**src/hdl/acc_pkg.sv**
```systemverilog
// Constants and carrier types for the serial command and calibration block
package acc_pkg;

  // Opcodes; control commands compare only the top seven bits
  localparam logic [6:0] OP_WAKE_HI   = 7'h00;
  localparam logic [6:0] OP_STBY_HI   = 7'h01;
  localparam logic [6:0] OP_SYNC_HI   = 7'h02;
  localparam logic [6:0] OP_RESET_HI  = 7'h03;
  localparam logic [7:0] OP_CONTINUOUS_READ_CMD    = 8'h10;
  localparam logic [7:0] OP_STOP_CONTINUOUS_CMD    = 8'h11;
  localparam logic [7:0] OP_RDATA     = 8'h12;
  localparam logic [2:0] OP_REGISTER_READ_CMD_HI   = 3'h1;
  localparam logic [2:0] OP_REGISTER_WRITE_CMD_HI   = 3'h2;
  localparam logic [7:0] OP_OFFSET_CAL_CMD    = 8'h60;
  localparam logic [7:0] OP_GAIN_CAL_CMD    = 8'h61;

  // Host spacing between bytes, in master clock cycles (host side duty)
  localparam int unsigned GAP_MCLK    = 24;

  // Data periods lost after restart events, and index of the last reading a calibration averages
  localparam logic [6:0] SYNC_SETTLE  = 7'h40;
  localparam logic [6:0] REGISTER_WRITE_CMD_SETTLE  = 7'h3f;
  localparam logic [4:0] CAL_LAST     = 5'h0f;

  // Register file
  localparam logic [4:0] REG_NUM      = 5'h0b;
  localparam int unsigned REG_COUNT   = 11;
  localparam logic [4:0] ADDR_ID      = 5'h00;
  localparam logic [4:0] ADDR_OFC0    = 5'h05;
  localparam logic [4:0] ADDR_FSC0    = 5'h08;
  // Identification nibble, value is arbitrary
  localparam logic [3:0] ID_NIBBLE    = 4'h0;
  localparam logic [8*REG_COUNT-1:0] REG_DEFAULTS = {
    8'h40, 8'h00, 8'h00, 8'h00, 8'h00, 8'h00,
    8'h03, 8'h32, 8'h08, 8'h52, {ID_NIBBLE, 4'h0}};

  // Gain calibration divider
  localparam logic [23:0] FULL_SCALE  = 24'h7fffff;
  localparam logic [45:0] GAIN_NUM    = {FULL_SCALE, 22'h000000};
  localparam logic [5:0]  DIV_FIRST   = 6'h2d;

  // Serial pins as seen by the block
  typedef struct packed {
    logic cs_n;
    logic sclk;
    logic din;
  } acc_pins_s;

  // One conversion result per data period
  typedef struct packed {
    logic        valid;
    logic [31:0] data;
  } acc_conv_s;

  typedef enum logic [4:0] {
    ST_OP    = 5'b00001,
    ST_RCNT  = 5'b00010,
    ST_WCNT  = 5'b00100,
    ST_WDATA = 5'b01000,
    ST_ROUT  = 5'b10000
  } acc_state_e;

  typedef enum logic [3:0] {
    CAL_IDLE = 4'b0001,
    CAL_ARM  = 4'b0010,
    CAL_ACC  = 4'b0100,
    CAL_DIV  = 4'b1000
  } acc_cal_e;

endpackage
```
**src/hdl/acc_core.sv**
```systemverilog
// Serial command decoder, register file and calibration sequencer
`timescale 1ns/1ps

module acc_core
  import acc_pkg::*;
(
  // Clock and reset
  input  wire logic        core_clk,
  input  wire logic        rst,
  // Serial pins from the host
  input  wire acc_pins_s   pins,
  // Conversion results from the filter
  input  wire acc_conv_s   conv,
  input  wire logic        sinc_mode,
  // Serial output pin
  output logic             sdout,
  output logic             sdout_oe,
  output logic             data_ready_n,
  // Controls toward the converter
  output logic             conv_restart,
  output logic             standby,
  output logic             offset_en,
  output logic             gain_en,
  output logic [23:0]      offset_word,
  output logic [23:0]      gain_word
);

  // Pin synchronisers; first stages feed only second stages
  logic                     cs_m_q, cs_s_q;
  logic                     sclk_m_q, sclk_s_q, sclk_p_q;
  logic                     din_m_q, din_s_q;

  // Receiver and command state
  logic [7:0]               rx_sh_q, rx_sh_d;     // Incoming bits
  logic [2:0]               rx_cnt_q, rx_cnt_d;   // Bit index in byte
  acc_state_e               st_q, st_d;           // Command phase
  logic [4:0]               addr_q, addr_d;       // Register pointer
  logic [5:0]               left_q, left_d;       // Registers remaining
  logic [REG_COUNT-1:0][7:0] regs_q, regs_d;      // Register file

  // Readout state
  logic                     cont_q, cont_d;       // Continuous readout
  logic                     stby_q, stby_d;       // Standby flag
  logic                     pend_q, pend_d;       // Single read pending
  logic [6:0]               settle_q, settle_d;   // Periods to discard
  logic                     data_ready_n_n_q, data_ready_n_n_d;
  logic [31:0]              osh_q, osh_d;         // Output shifter
  logic [5:0]               ocnt_q, ocnt_d;       // Bits left to shift
  logic                     sdout_q, sdout_d;
  logic                     oe_q, oe_d;
  logic                     rst_pulse_q, rst_pulse_d;
  logic                     ofs_en_q, ofs_en_d;
  logic                     gan_en_q, gan_en_d;

  // Calibration state
  acc_cal_e                 cal_q, cal_d;
  logic                     cal_gain_q, cal_gain_d; // Gain, not offset
  logic [35:0]              acc_q, acc_d;           // Sum of readings
  logic [4:0]               nread_q, nread_d;
  logic [24:0]              rem_q, rem_d;           // Divider remainder
  logic [45:0]              quo_q, quo_d;           // Divider quotient
  logic [5:0]               dstep_q, dstep_d;
  logic [23:0]              dvsr_q, dvsr_d;

  // Combinational helpers
  logic                     sclk_rise, sclk_fall, byte_done;
  logic [7:0]               rx_byte;
  logic [7:0]               rd_byte;
  logic [35:0]              sum_n;
  logic [24:0]              rem_try;

  assign sclk_rise = sclk_s_q & ~sclk_p_q;
  assign sclk_fall = ~sclk_s_q & sclk_p_q;
  assign byte_done = sclk_rise & ~cs_s_q & (rx_cnt_q == 3'h7);
  assign rx_byte   = {rx_sh_q[6:0], din_s_q};
  assign rd_byte   = (addr_q < REG_NUM) ? regs_q[addr_q] : 8'h00;
  assign sum_n     = acc_q + {{4{conv.data[31]}}, conv.data};
  assign rem_try   = {rem_q[23:0], GAIN_NUM[dstep_q]};

  // Outputs straight from flops
  assign sdout        = sdout_q;
  assign sdout_oe     = oe_q;
  assign data_ready_n = data_ready_n_n_q;
  assign conv_restart = rst_pulse_q;
  assign standby      = stby_q;
  assign offset_en    = ofs_en_q;
  assign gain_en      = gan_en_q;
  assign offset_word  = {regs_q[7], regs_q[6], regs_q[5]};
  assign gain_word    = {regs_q[10], regs_q[9], regs_q[8]};

  // Next-state logic for the whole block
  always_comb begin
    rx_sh_d     = rx_sh_q;
    rx_cnt_d    = rx_cnt_q;
    st_d        = st_q;
    addr_d      = addr_q;
    left_d      = left_q;
    regs_d      = regs_q;
    cont_d      = cont_q;
    stby_d      = stby_q;
    pend_d      = pend_q;
    settle_d    = settle_q;
    data_ready_n_n_d    = data_ready_n_n_q;
    osh_d       = osh_q;
    ocnt_d      = ocnt_q;
    sdout_d     = sdout_q;
    oe_d        = ~cs_s_q;
    rst_pulse_d = 1'b0;
    cal_d       = cal_q;
    cal_gain_d  = cal_gain_q;
    acc_d       = acc_q;
    nread_d     = nread_q;
    rem_d       = rem_q;
    quo_d       = quo_q;
    dstep_d     = dstep_q;
    dvsr_d      = dvsr_q;
    // Correction off in sinc mode; gain off while any calibration averages, offset only while an offset calibration averages
    ofs_en_d = ~sinc_mode & ~((cal_q == CAL_ACC) & ~cal_gain_q);
    gan_en_d = ~sinc_mode & (cal_q != CAL_ACC);

    // Receive bits on rising edges, MSB first
    if (sclk_rise && !cs_s_q) begin
      rx_sh_d  = rx_byte;
      rx_cnt_d = rx_cnt_q + 3'h1;
    end

    // Shift data out on falling edges; ready returns high
    if (sclk_fall && !cs_s_q) begin
      data_ready_n_n_d = 1'b1;
      if (ocnt_q != 6'h00) begin
        sdout_d = osh_q[31];
        osh_d   = {osh_q[30:0], 1'b0};
        ocnt_d  = ocnt_q - 6'h01;
      end else if (st_q == ST_ROUT && left_q != 6'h00) begin
        sdout_d = rd_byte[7];
        osh_d   = {rd_byte[6:0], 25'h0000000};
        ocnt_d  = 6'h07;
        addr_d  = addr_q + 5'h01;
        left_d  = left_q - 6'h01;
      end else begin
        sdout_d = 1'b0;
      end
    end

    // Command decode at the eighth rising edge of each byte
    if (byte_done) begin
      unique case (st_q)
        ST_OP: begin
          if (rx_byte[7:1] == OP_WAKE_HI) begin
            stby_d = 1'b0;
          end else if (rx_byte[7:1] == OP_STBY_HI) begin
            stby_d = 1'b1;
          end else if (rx_byte[7:1] == OP_SYNC_HI) begin
            rst_pulse_d = 1'b1;
            settle_d    = SYNC_SETTLE;
            data_ready_n_n_d    = 1'b1;
            ocnt_d      = 6'h00;
          end else if (rx_byte[7:1] == OP_RESET_HI) begin
            regs_d      = REG_DEFAULTS;
            cont_d      = 1'b1;
            stby_d      = 1'b0;
            pend_d      = 1'b0;
            rst_pulse_d = 1'b1;
            settle_d    = SYNC_SETTLE;
            data_ready_n_n_d    = 1'b1;
            ocnt_d      = 6'h00;
            cal_d       = CAL_IDLE;
          end else if (rx_byte == OP_CONTINUOUS_READ_CMD) begin
            cont_d = 1'b1;
            // Continuous read after a calibrate opcode starts averaging
            if (cal_q == CAL_ARM) begin
              cal_d   = CAL_ACC;
              acc_d   = 36'h000000000;
              nread_d = 5'h00;
            end
          end else if (rx_byte == OP_STOP_CONTINUOUS_CMD) begin
            cont_d   = 1'b0;
            data_ready_n_n_d = 1'b1;
            ocnt_d   = 6'h00;
          end else if (rx_byte == OP_RDATA) begin
            pend_d = 1'b1;
          end else if (rx_byte[7:5] == OP_REGISTER_READ_CMD_HI) begin
            addr_d = rx_byte[4:0];
            st_d   = ST_RCNT;
          end else if (rx_byte[7:5] == OP_REGISTER_WRITE_CMD_HI) begin
            addr_d = rx_byte[4:0];
            st_d   = ST_WCNT;
          end else if (rx_byte == OP_OFFSET_CAL_CMD || rx_byte == OP_GAIN_CAL_CMD) begin
            // A second calibrate opcode is ignored while one is busy
            if (cal_q == CAL_IDLE) begin
              cal_d      = CAL_ARM;
              cal_gain_d = rx_byte[0];
            end
          end
          // Any other byte falls through with no effect
        end
        ST_RCNT: begin
          left_d = {1'b0, rx_byte[4:0]} + 6'h01;
          ocnt_d = 6'h00;
          st_d   = ST_ROUT;
        end
        ST_WCNT: begin
          left_d = {1'b0, rx_byte[4:0]} + 6'h01;
          st_d   = ST_WDATA;
        end
        ST_WDATA: begin
          // Identification nibble is read only; unmapped writes drop
          if (addr_q == ADDR_ID) begin
            regs_d[0] = {ID_NIBBLE, rx_byte[3:0]};
          end else if (addr_q < REG_NUM) begin
            regs_d[addr_q] = rx_byte;
          end
          addr_d      = addr_q + 5'h01;
          left_d      = left_q - 6'h01;
          rst_pulse_d = 1'b1;
          settle_d    = REGISTER_WRITE_CMD_SETTLE;
          data_ready_n_n_d    = 1'b1;
          if (left_q == 6'h01) begin
            st_d = ST_OP;
          end
        end
        ST_ROUT: begin
          // Bytes clocked during readout are not decoded
          if (left_q == 6'h00 && ocnt_q == 6'h00) begin
            st_d = ST_OP;
          end
        end
      endcase
    end

    // Each conversion result; standby halts conversions. A result that
    // lands in the restart cycle belongs to the aborted run, so it must
    // not eat into the fresh settle count
    if (conv.valid && !stby_q && !rst_pulse_d) begin
      if (cal_q == CAL_ACC) begin
        acc_d   = sum_n;
        nread_d = nread_q + 5'h01;
        if (nread_q == CAL_LAST) begin
          if (!cal_gain_q) begin
            regs_d[ADDR_OFC0]        = sum_n[19:12];
            regs_d[ADDR_OFC0 + 5'h1] = sum_n[27:20];
            regs_d[ADDR_OFC0 + 5'h2] = sum_n[35:28];
            cal_d = CAL_IDLE;
          end else begin
            cal_d   = CAL_DIV;
            dvsr_d  = sum_n[35:12];
            dstep_d = DIV_FIRST;
            rem_d   = 25'h0000000;
            quo_d   = 46'h000000000000;
          end
        end
      end else if (settle_q != 7'h00) begin
        settle_d = settle_q - 7'h01;
      end else if ((cont_q || pend_q) && cal_q == CAL_IDLE
                   && st_q != ST_ROUT) begin
        data_ready_n_n_d = 1'b0;
        sdout_d  = conv.data[31];
        osh_d    = {conv.data[30:0], 1'b0};
        ocnt_d   = 6'h1f;
        pend_d   = 1'b0;
      end
    end

    // Gain divider: one quotient bit per cycle
    if (cal_q == CAL_DIV) begin
      if (dvsr_q[23] || dvsr_q == 24'h000000) begin
        cal_d = CAL_IDLE;           // Unusable reading keeps old word
      end else begin
        if (rem_try >= {1'b0, dvsr_q}) begin
          rem_d = rem_try - {1'b0, dvsr_q};
          quo_d = {quo_q[44:0], 1'b1};
        end else begin
          rem_d = rem_try;
          quo_d = {quo_q[44:0], 1'b0};
        end
        dstep_d = dstep_q - 6'h01;
        if (dstep_q == 6'h00) begin
          // Saturate a factor that does not fit the 24-bit word
          if (|quo_d[45:24]) begin
            quo_d = 46'h000000ffffff;
          end
          regs_d[ADDR_FSC0]        = quo_d[7:0];
          regs_d[ADDR_FSC0 + 5'h1] = quo_d[15:8];
          regs_d[ADDR_FSC0 + 5'h2] = quo_d[23:16];
          cal_d = CAL_IDLE;
        end
      end
    end

    // Chip select high frames every command and cancels stop mode
    if (cs_s_q) begin
      rx_cnt_d = 3'h0;
      st_d     = ST_OP;
      cont_d   = 1'b1;
      stby_d   = 1'b0;
      // Output bit kept: a result loaded while deselected keeps its MSB
    end
  end

  // Synchronisers; the pins come from the host's domain
  always_ff @(posedge core_clk or posedge rst) begin
    if (rst) begin
      cs_m_q   <= 1'b1;
      cs_s_q   <= 1'b1;
      sclk_m_q <= 1'b0;
      sclk_s_q <= 1'b0;
      sclk_p_q <= 1'b0;
      din_m_q  <= 1'b0;
      din_s_q  <= 1'b0;
    end else begin
      cs_m_q   <= pins.cs_n;
      cs_s_q   <= cs_m_q;
      sclk_m_q <= pins.sclk;
      sclk_s_q <= sclk_m_q;
      sclk_p_q <= sclk_s_q;
      din_m_q  <= pins.din;
      din_s_q  <= din_m_q;
    end
  end

  // State registers; hardware reset matches the soft reset command
  always_ff @(posedge core_clk or posedge rst) begin
    if (rst) begin
      rx_sh_q     <= 8'h00;
      rx_cnt_q    <= 3'h0;
      st_q        <= ST_OP;
      addr_q      <= 5'h00;
      left_q      <= 6'h00;
      regs_q      <= REG_DEFAULTS;
      cont_q      <= 1'b1;
      stby_q      <= 1'b0;
      pend_q      <= 1'b0;
      settle_q    <= SYNC_SETTLE;
      data_ready_n_n_q    <= 1'b1;
      osh_q       <= 32'h00000000;
      ocnt_q      <= 6'h00;
      sdout_q     <= 1'b0;
      oe_q        <= 1'b0;
      rst_pulse_q <= 1'b0;
      ofs_en_q    <= 1'b0;
      gan_en_q    <= 1'b0;
      cal_q       <= CAL_IDLE;
      cal_gain_q  <= 1'b0;
      acc_q       <= 36'h000000000;
      nread_q     <= 5'h00;
      rem_q       <= 25'h0000000;
      quo_q       <= 46'h000000000000;
      dstep_q     <= 6'h00;
      dvsr_q      <= 24'h000000;
    end else begin
      rx_sh_q     <= rx_sh_d;
      rx_cnt_q    <= rx_cnt_d;
      st_q        <= st_d;
      addr_q      <= addr_d;
      left_q      <= left_d;
      regs_q      <= regs_d;
      cont_q      <= cont_d;
      stby_q      <= stby_d;
      pend_q      <= pend_d;
      settle_q    <= settle_d;
      data_ready_n_n_q    <= data_ready_n_n_d;
      osh_q       <= osh_d;
      ocnt_q      <= ocnt_d;
      sdout_q     <= sdout_d;
      oe_q        <= oe_d;
      rst_pulse_q <= rst_pulse_d;
      ofs_en_q    <= ofs_en_d;
      gan_en_q    <= gan_en_d;
      cal_q       <= cal_d;
      cal_gain_q  <= cal_gain_d;
      acc_q       <= acc_d;
      nread_q     <= nread_d;
      rem_q       <= rem_d;
      quo_q       <= quo_d;
      dstep_q     <= dstep_d;
      dvsr_q      <= dvsr_d;
    end
  end

endmodule

```
**config.mk**
```make
export PLATFORM = sky130hd
export DESIGN_NAME = acc_core
export DESIGN_NICKNAME = d
export VERILOG_FILES = /design/src/hdl/acc_pkg.sv /design/src/hdl/acc_core.sv
export SDC_FILE = /design/constraint.sdc
export NUM_CORES = 1
export LEC_CHECK = 0
export ABC_AREA = 0
export BUFFER_PORTS_ARGS = -buffer_cell sky130_fd_sc_hd__buf_2
export CAP_MARGIN = 20
export CORE_MARGIN = 2
export CORE_UTILIZATION = 45
export CTS_CLUSTER_DIAMETER = 60
export DETAILED_ROUTE_END_ITERATION = 10
export MAX_ROUTING_LAYER = met4
export PLACE_DENSITY = 0.72
export SKIP_CTS_REPAIR_TIMING = 1
export SLEW_MARGIN = 5
export SYNTH_ARGS = -nofsm -noshare
export SYNTH_HDL_FRONTEND = slang
export SYNTH_SLANG_ARGS = --single-unit
```
**constraint.sdc**
```tcl
create_clock -name core_clk -period 31.6 [get_ports core_clk]
set_input_delay 4.74 -clock core_clk [delete_from_list [all_inputs] [get_ports core_clk]]
set_output_delay 4.74 -clock core_clk [all_outputs]
set_load 0.02 [all_outputs]
```
## Word-level counts from Yosys, hierarchy flattened

Memory sizes are Yosys's and may differ from the RTL's.
Cells that the tools add are included.

| word-level totals | value |
|---|---|
| register bits after elaboration | 322 |
| bits in read-only memories | 64 |
| input port bits | 39 |
| output and inout bits | 55 |
| logic and storage cells | 374 |
| memories | 1 |

| cells by class | value |
|---|---|
| add/subtract/negate cells | 10 |
| magnitude comparators | 5 |
| equality and inequality tests | 45 |
| multiplexer cells | 209 |
| bitwise gates (word level) | 22 |
| reduce and logical (&&, ||, !) cells | 39 |

Memory list:

| name | depth | bits a word | rd ports | clocked after Yosys merged registers in | wr ports | RTL line | source |
|---|---|---|---|---|---|---|---|
| (name not given) | 64 | 1 | 1 | 0 | 0 | acc_core.sv:78 | `assign rem_try = {rem_q[23:0], GAIN_NUM[dstep_q]};` |

Operators by type and width:

| kind | number |
|---|---|
| $mux 88 | 6 |
| $mux 46 | 10 |
| $mux 36 | 10 |
| $mux 32 | 7 |
| $mux 5 | 36 |
| $pmux 88 s2 | 1 |
| $mux 25 | 7 |
| $mux 24 | 7 |
| $mux 6 | 24 |
| $bwmux 88 | 1 |
| $mux 4 | 21 |
| $mux 80 | 1 |
| $mux 7 | 8 |
| $mux 1 | 55 |
| $add 36x36->36 | 1 |
| $bmux 8 s4 | 1 |
| $demux 8 s4 | 1 |
| $mux 8 | 4 |
| $ne 3x3->1 const B | 9 |
| $ge 25x24->1 | 1 |
| $pmux 5 s5 | 1 |
| $sub 25x24->25 | 1 |
| $eq 8x5->1 const B | 3 |
| $logic_not 24->1 | 1 |
| 55 further kinds | 113 |

## Longest topological paths before layout

| logic depth | value |
|---|---|
| depth in word-level cells | 20 |
| depth in mapped cells | 14 |
| gate-level depth less buffers | 13 |

## Worst setup path after synthesis

Ideal clock, no wire load.

| timing path | value |
|---|---|
| path type | input to register |
| from | in conv[16] (netlist bit) |
| to | reg acc_q[23] |
| library setup time | 135 ps |
| arrival | 6982 ps |
| required time | 31465 ps |
| slack | 24483 ps |
| stages on the path | 9 |
| path buffers | 0 |
| cell sequence | ha_1 nand4_2 or4_1 or3_4 nand3_4 a31oi_1 mux2i_1 a2111oi_2 o21ai_0 |

| between the ends | value |
|---|---|
| cells in the longest elaborated chain, start to end | 3 |

Ends and longest elaborated chain:

| element | RTL line | source |
|---|---|---|
| start: declaration | acc_core.sv:13 | `input wire acc_conv_s conv,` |
| $add 36x36->36 | acc_core.sv:77 | `assign sum_n = acc_q + {{4{conv.data[31]}}, conv.data};` |
| $mux 36 | acc_core.sv:235 | `if (cal_q == CAL_ACC) begin` |
| $mux 36 | acc_core.sv:234 | `if (conv.valid && !stby_q && !rst_pulse_d) begin` |
| via acc_d[23] | acc_core.sv:58 | `logic [35:0] acc_q, acc_d;` |
| end signal: assignment | acc_core.sv:344 | `acc_q <= 36'h000000000;` |
| end signal: assignment | acc_core.sv:371 | `acc_q <= acc_d;` |
| end: declaration | acc_core.sv:58 |  |

The timed path passes the listed nets, and every way through them passes these cells.
A chain may end at the register's enable or synchronous reset.

## Final worst setup path

| timing path | value |
|---|---|
| from | in conv[17] (netlist bit) |
| to | reg acc_q[23] |

The elaborated chain is that of the path after synthesis.

==> reports/summary.txt <==
status: completed
Required @ worst endpoint: 32.01 ns
Hold Path Depth: 0
Crit path arrival time: 7.45 ns
RSZ-0062 raised after global routing: false
io pins: 94
routed length per instance: 21.3 um
GRT Total Usage: 0.258
Pins Over Slew Limit: 0
VDD IR max: 0.0317 mV
setup TNS: 0 ns
fin crit period: 7.05 ns
Post-Syn Area: 19300 sq um
most common cell after layout, fill and taps aside: dfrtp_1
via count: 16300
PwrDens: 47.9 nW/um^2
final setup fails: 0
Leak: 0.00961 uW
clock-pin transition on the worst setup and hold timing paths: 0.06 ns
clk sink count: 320
Post-synth EDFFs: 0
CP cell instances: buf_2 -> ha_1 -> nand4_2 -> or4_1 -> or3_4 -> nand3_4 -> a31oi_1 -> mux2i_1 -> a2111oi_2 -> o21ai_0
Congestion Overflow GR: 0
RePlAce Congestion: 0.943
clock insertion delay at the later pin of the skew report: 0.57 ns
Achievable Freq: 142 MHz
CP Launch Point: conv[17]
first-iteration detailed-routing DRC count: 1429
WS Path Type: in2reg
antenna violations before repair: 0
CTS tree: yes
CTS H-Tree Depth: 2
Die H: 211 um
Netlist cell types: 104
sequential area share after synthesis: 0.417
Reg area: 8030 sq um
final worst setup slack: 24.55 ns
dpl hpwl: 39400 um
cts bufs inserted: 39
Mapped Cells: 2086
Synthesis Warnings: 0
hold_sp: sclk_m_q
drt pass-1 iters: 5
Buf+Inv Stages, Crit Path: 1
Place WS: 24.01 ns
Post-DRT Antenna Nets: 0
vias in the first global route: 15500
Residual DRC: 0
largest net degree at the start of global routing: 121
R2R Setup Slk: 27.63 ns
post-synthesis async set-or-reset flop share: 1.00
CP Launch Type: input port
Slew headroom: 0.298
Mapped Nets: 2203
commonest non-fill, non-tap cells in the layout: 303 x dfrtp_1, 194 x nor2_1, 177 x nand2_1
crit path max-delay cell type: or4_1
Max Cap Viol: 0
Final Skew: 0.0261 ns
Synth Register Bits: 320
ys flop type: dfrtp_1
Final period util: 0.223
FILL cells: 3835
vias per cell: 6.19
clock tree buffer depth: 3
Max FO, Critical Path: 12
worst stage delay on the critical path: 0.56 ns
Root Driver: clkbuf_16
Area Overhead vs Synth: 8.93%
cells on worst reg2reg path: 7
die width: 211 um
ant diodes: 0
synthesized area per cell: 9.23 sq um
Setup crit end kind: register
r2r startpoint: rx_sh_q[3]
Hold Fails Final Rpt: 0
Layout Nets: 2181
number of core rows: 75
Die ar.: 44500 sq um
area of the multi-input gates: 10000 sq um
I/O Buffers: 93
DRT Wirelength: 56000 um
worst reg2reg path endpoint: offset_word[5]
CP delay by family, top: simple AND/OR/NAND/NOR gates
Core Area: 42100 sq um
share of cells above drive strength 1: 0.131
Worst-Margin Slew: 1.05 ns
Initial Util: 0.457
class of the worst hold path: reg2reg
first-pass GRT wire length: 88200 um
Hold Path End: sclk_s_q
## cells by family after synthesis
logic type	after synthesis	synth area share
buf+inv	247	0.0653
compound gates	595	0.206
flops	320	0.417
mux	89	0.0573
simple gates	705	0.179
xor+xnor	52	0.0244
fa+ha+maj	78	0.0515
## sequential cells by signal, indices dropped and copies added, names as in the netlist, 6 cells and up
| register | count |
|---|---|
| acc_q | 36 |
| dstep_q | 6 |
| dvsr_q | 24 |
| gain_word | 24 |
| left_q | 6 |
| ocnt_q | 6 |
| offset_word | 24 |
| osh_q | 32 |
| quo_q | 45 |
| regs_q | 40 |
| rem_q | 24 |
| rx_sh_q | 7 |
| settle_q | 7 |
## metal layers
metal | global-route usage | vias up | wire length [um]
met5 | - | - | 0
met4 | 0.106 | 0 | 2150
met3 | 0.0397 | 139 | 3860
met2 | 0.405 | 632 | 26400
met1 | 0.337 | 7994 | 23500
li1 | - | 7528 | -
## cell usage after synthesis (12+ instances only)
master    count  area share
mux2i_1      63       0.033
o31ai_1      19      0.0074
buf_4        54       0.021
ha_1         76       0.049
a22o_1       26       0.012
buf_1        13      0.0025
a22oi_1      15      0.0058
nand2_1     177       0.034
a21oi_1     161       0.042
inv_1        67       0.013
xor2_1       24       0.011
nor2_1      195       0.038
nand2b_1     17      0.0055
nand3_1      95       0.025
nor3_1       78       0.020
xnor2_1      27       0.012
o21a_1       15      0.0058
a221oi_1     29       0.013
buf_2        15      0.0039
a31oi_1      16      0.0052
o22ai_1      16      0.0052
o21ai_0     137       0.036
and2_1       14      0.0045
nor4_1       13      0.0042
or3_1        12      0.0039
dfrtp_1     303        0.39
and3_1       15      0.0049
a21o_1       29       0.011
clkbuf_1     83       0.016
a32o_1       15      0.0078
dfstp_2      17       0.023
mux4_2       16       0.019
a211oi_1     12      0.0047
nand4_1      19      0.0062
## worst max-delay path by stage
| stage | endpoint | slack [ns] | cells past startpoint |
|---|---|---|---|
| 2_1_floorplan | acc_q[0] | 18.03 | 1 |
| 3_3_place_gp | dvsr_q[11] | 24.06 | 10 |
| 3_5_place_dp | dvsr_q[11] | 24.01 | 10 |
| 4_1_cts | dvsr_q[11] | 24.58 | 10 |
| 5_1_grt | dvsr_q[11] | 24.41 | 10 |
| 6_report | acc_q[23] | 24.55 | 10 |
## worst register-to-register path: stages, from the launching register on
cell	delay, ns
dfrtp_1	1.01
nor2_1	0.15
and2_1	0.31
a31oi_2	0.39
o211a_1	0.67
nand3b_2	0.70
nor4b_1	0.49
nor3_1	0.10
## final cells by class
type | count | share of cell area
clock buffers | 58 | 0.0562
clock inverters | 14 | 0.00865
inverters | 68 | 0.0125
multi-input cells | 1519 | 0.477
flip-flops and latches | 320 | 0.383
well taps | 539 | 0.0321
repair buffers | 116 | 0.0307
## per-stage QoR
step | util | instances | power [uW] | instance area, sq um | hold slack [ns]
after floorplan | - | 2086 | 505 | 19300 | 0.331
after global placement | 0.465 | 2559 | 532 | 19600 | 0.338
after detailed placement | 0.465 | 2561 | 535 | 19600 | 0.336
after CTS | 0.498 | 2633 | 1010 | 21000 | 0.350
after global routing | 0.498 | 2634 | 1040 | 21000 | 0.359
final | 0.498 | 2634 | 1000 | 21000 | 0.347
## where the power goes
part           leakage, uW  switching, uW  internal (uW)
combinational      0.00477           47.0           27.3
clock             0.000674            189            285
sequential         0.00416           32.7            423
total              0.00961            268            736
No activity file was read; power rests on OpenSTA's default activity.
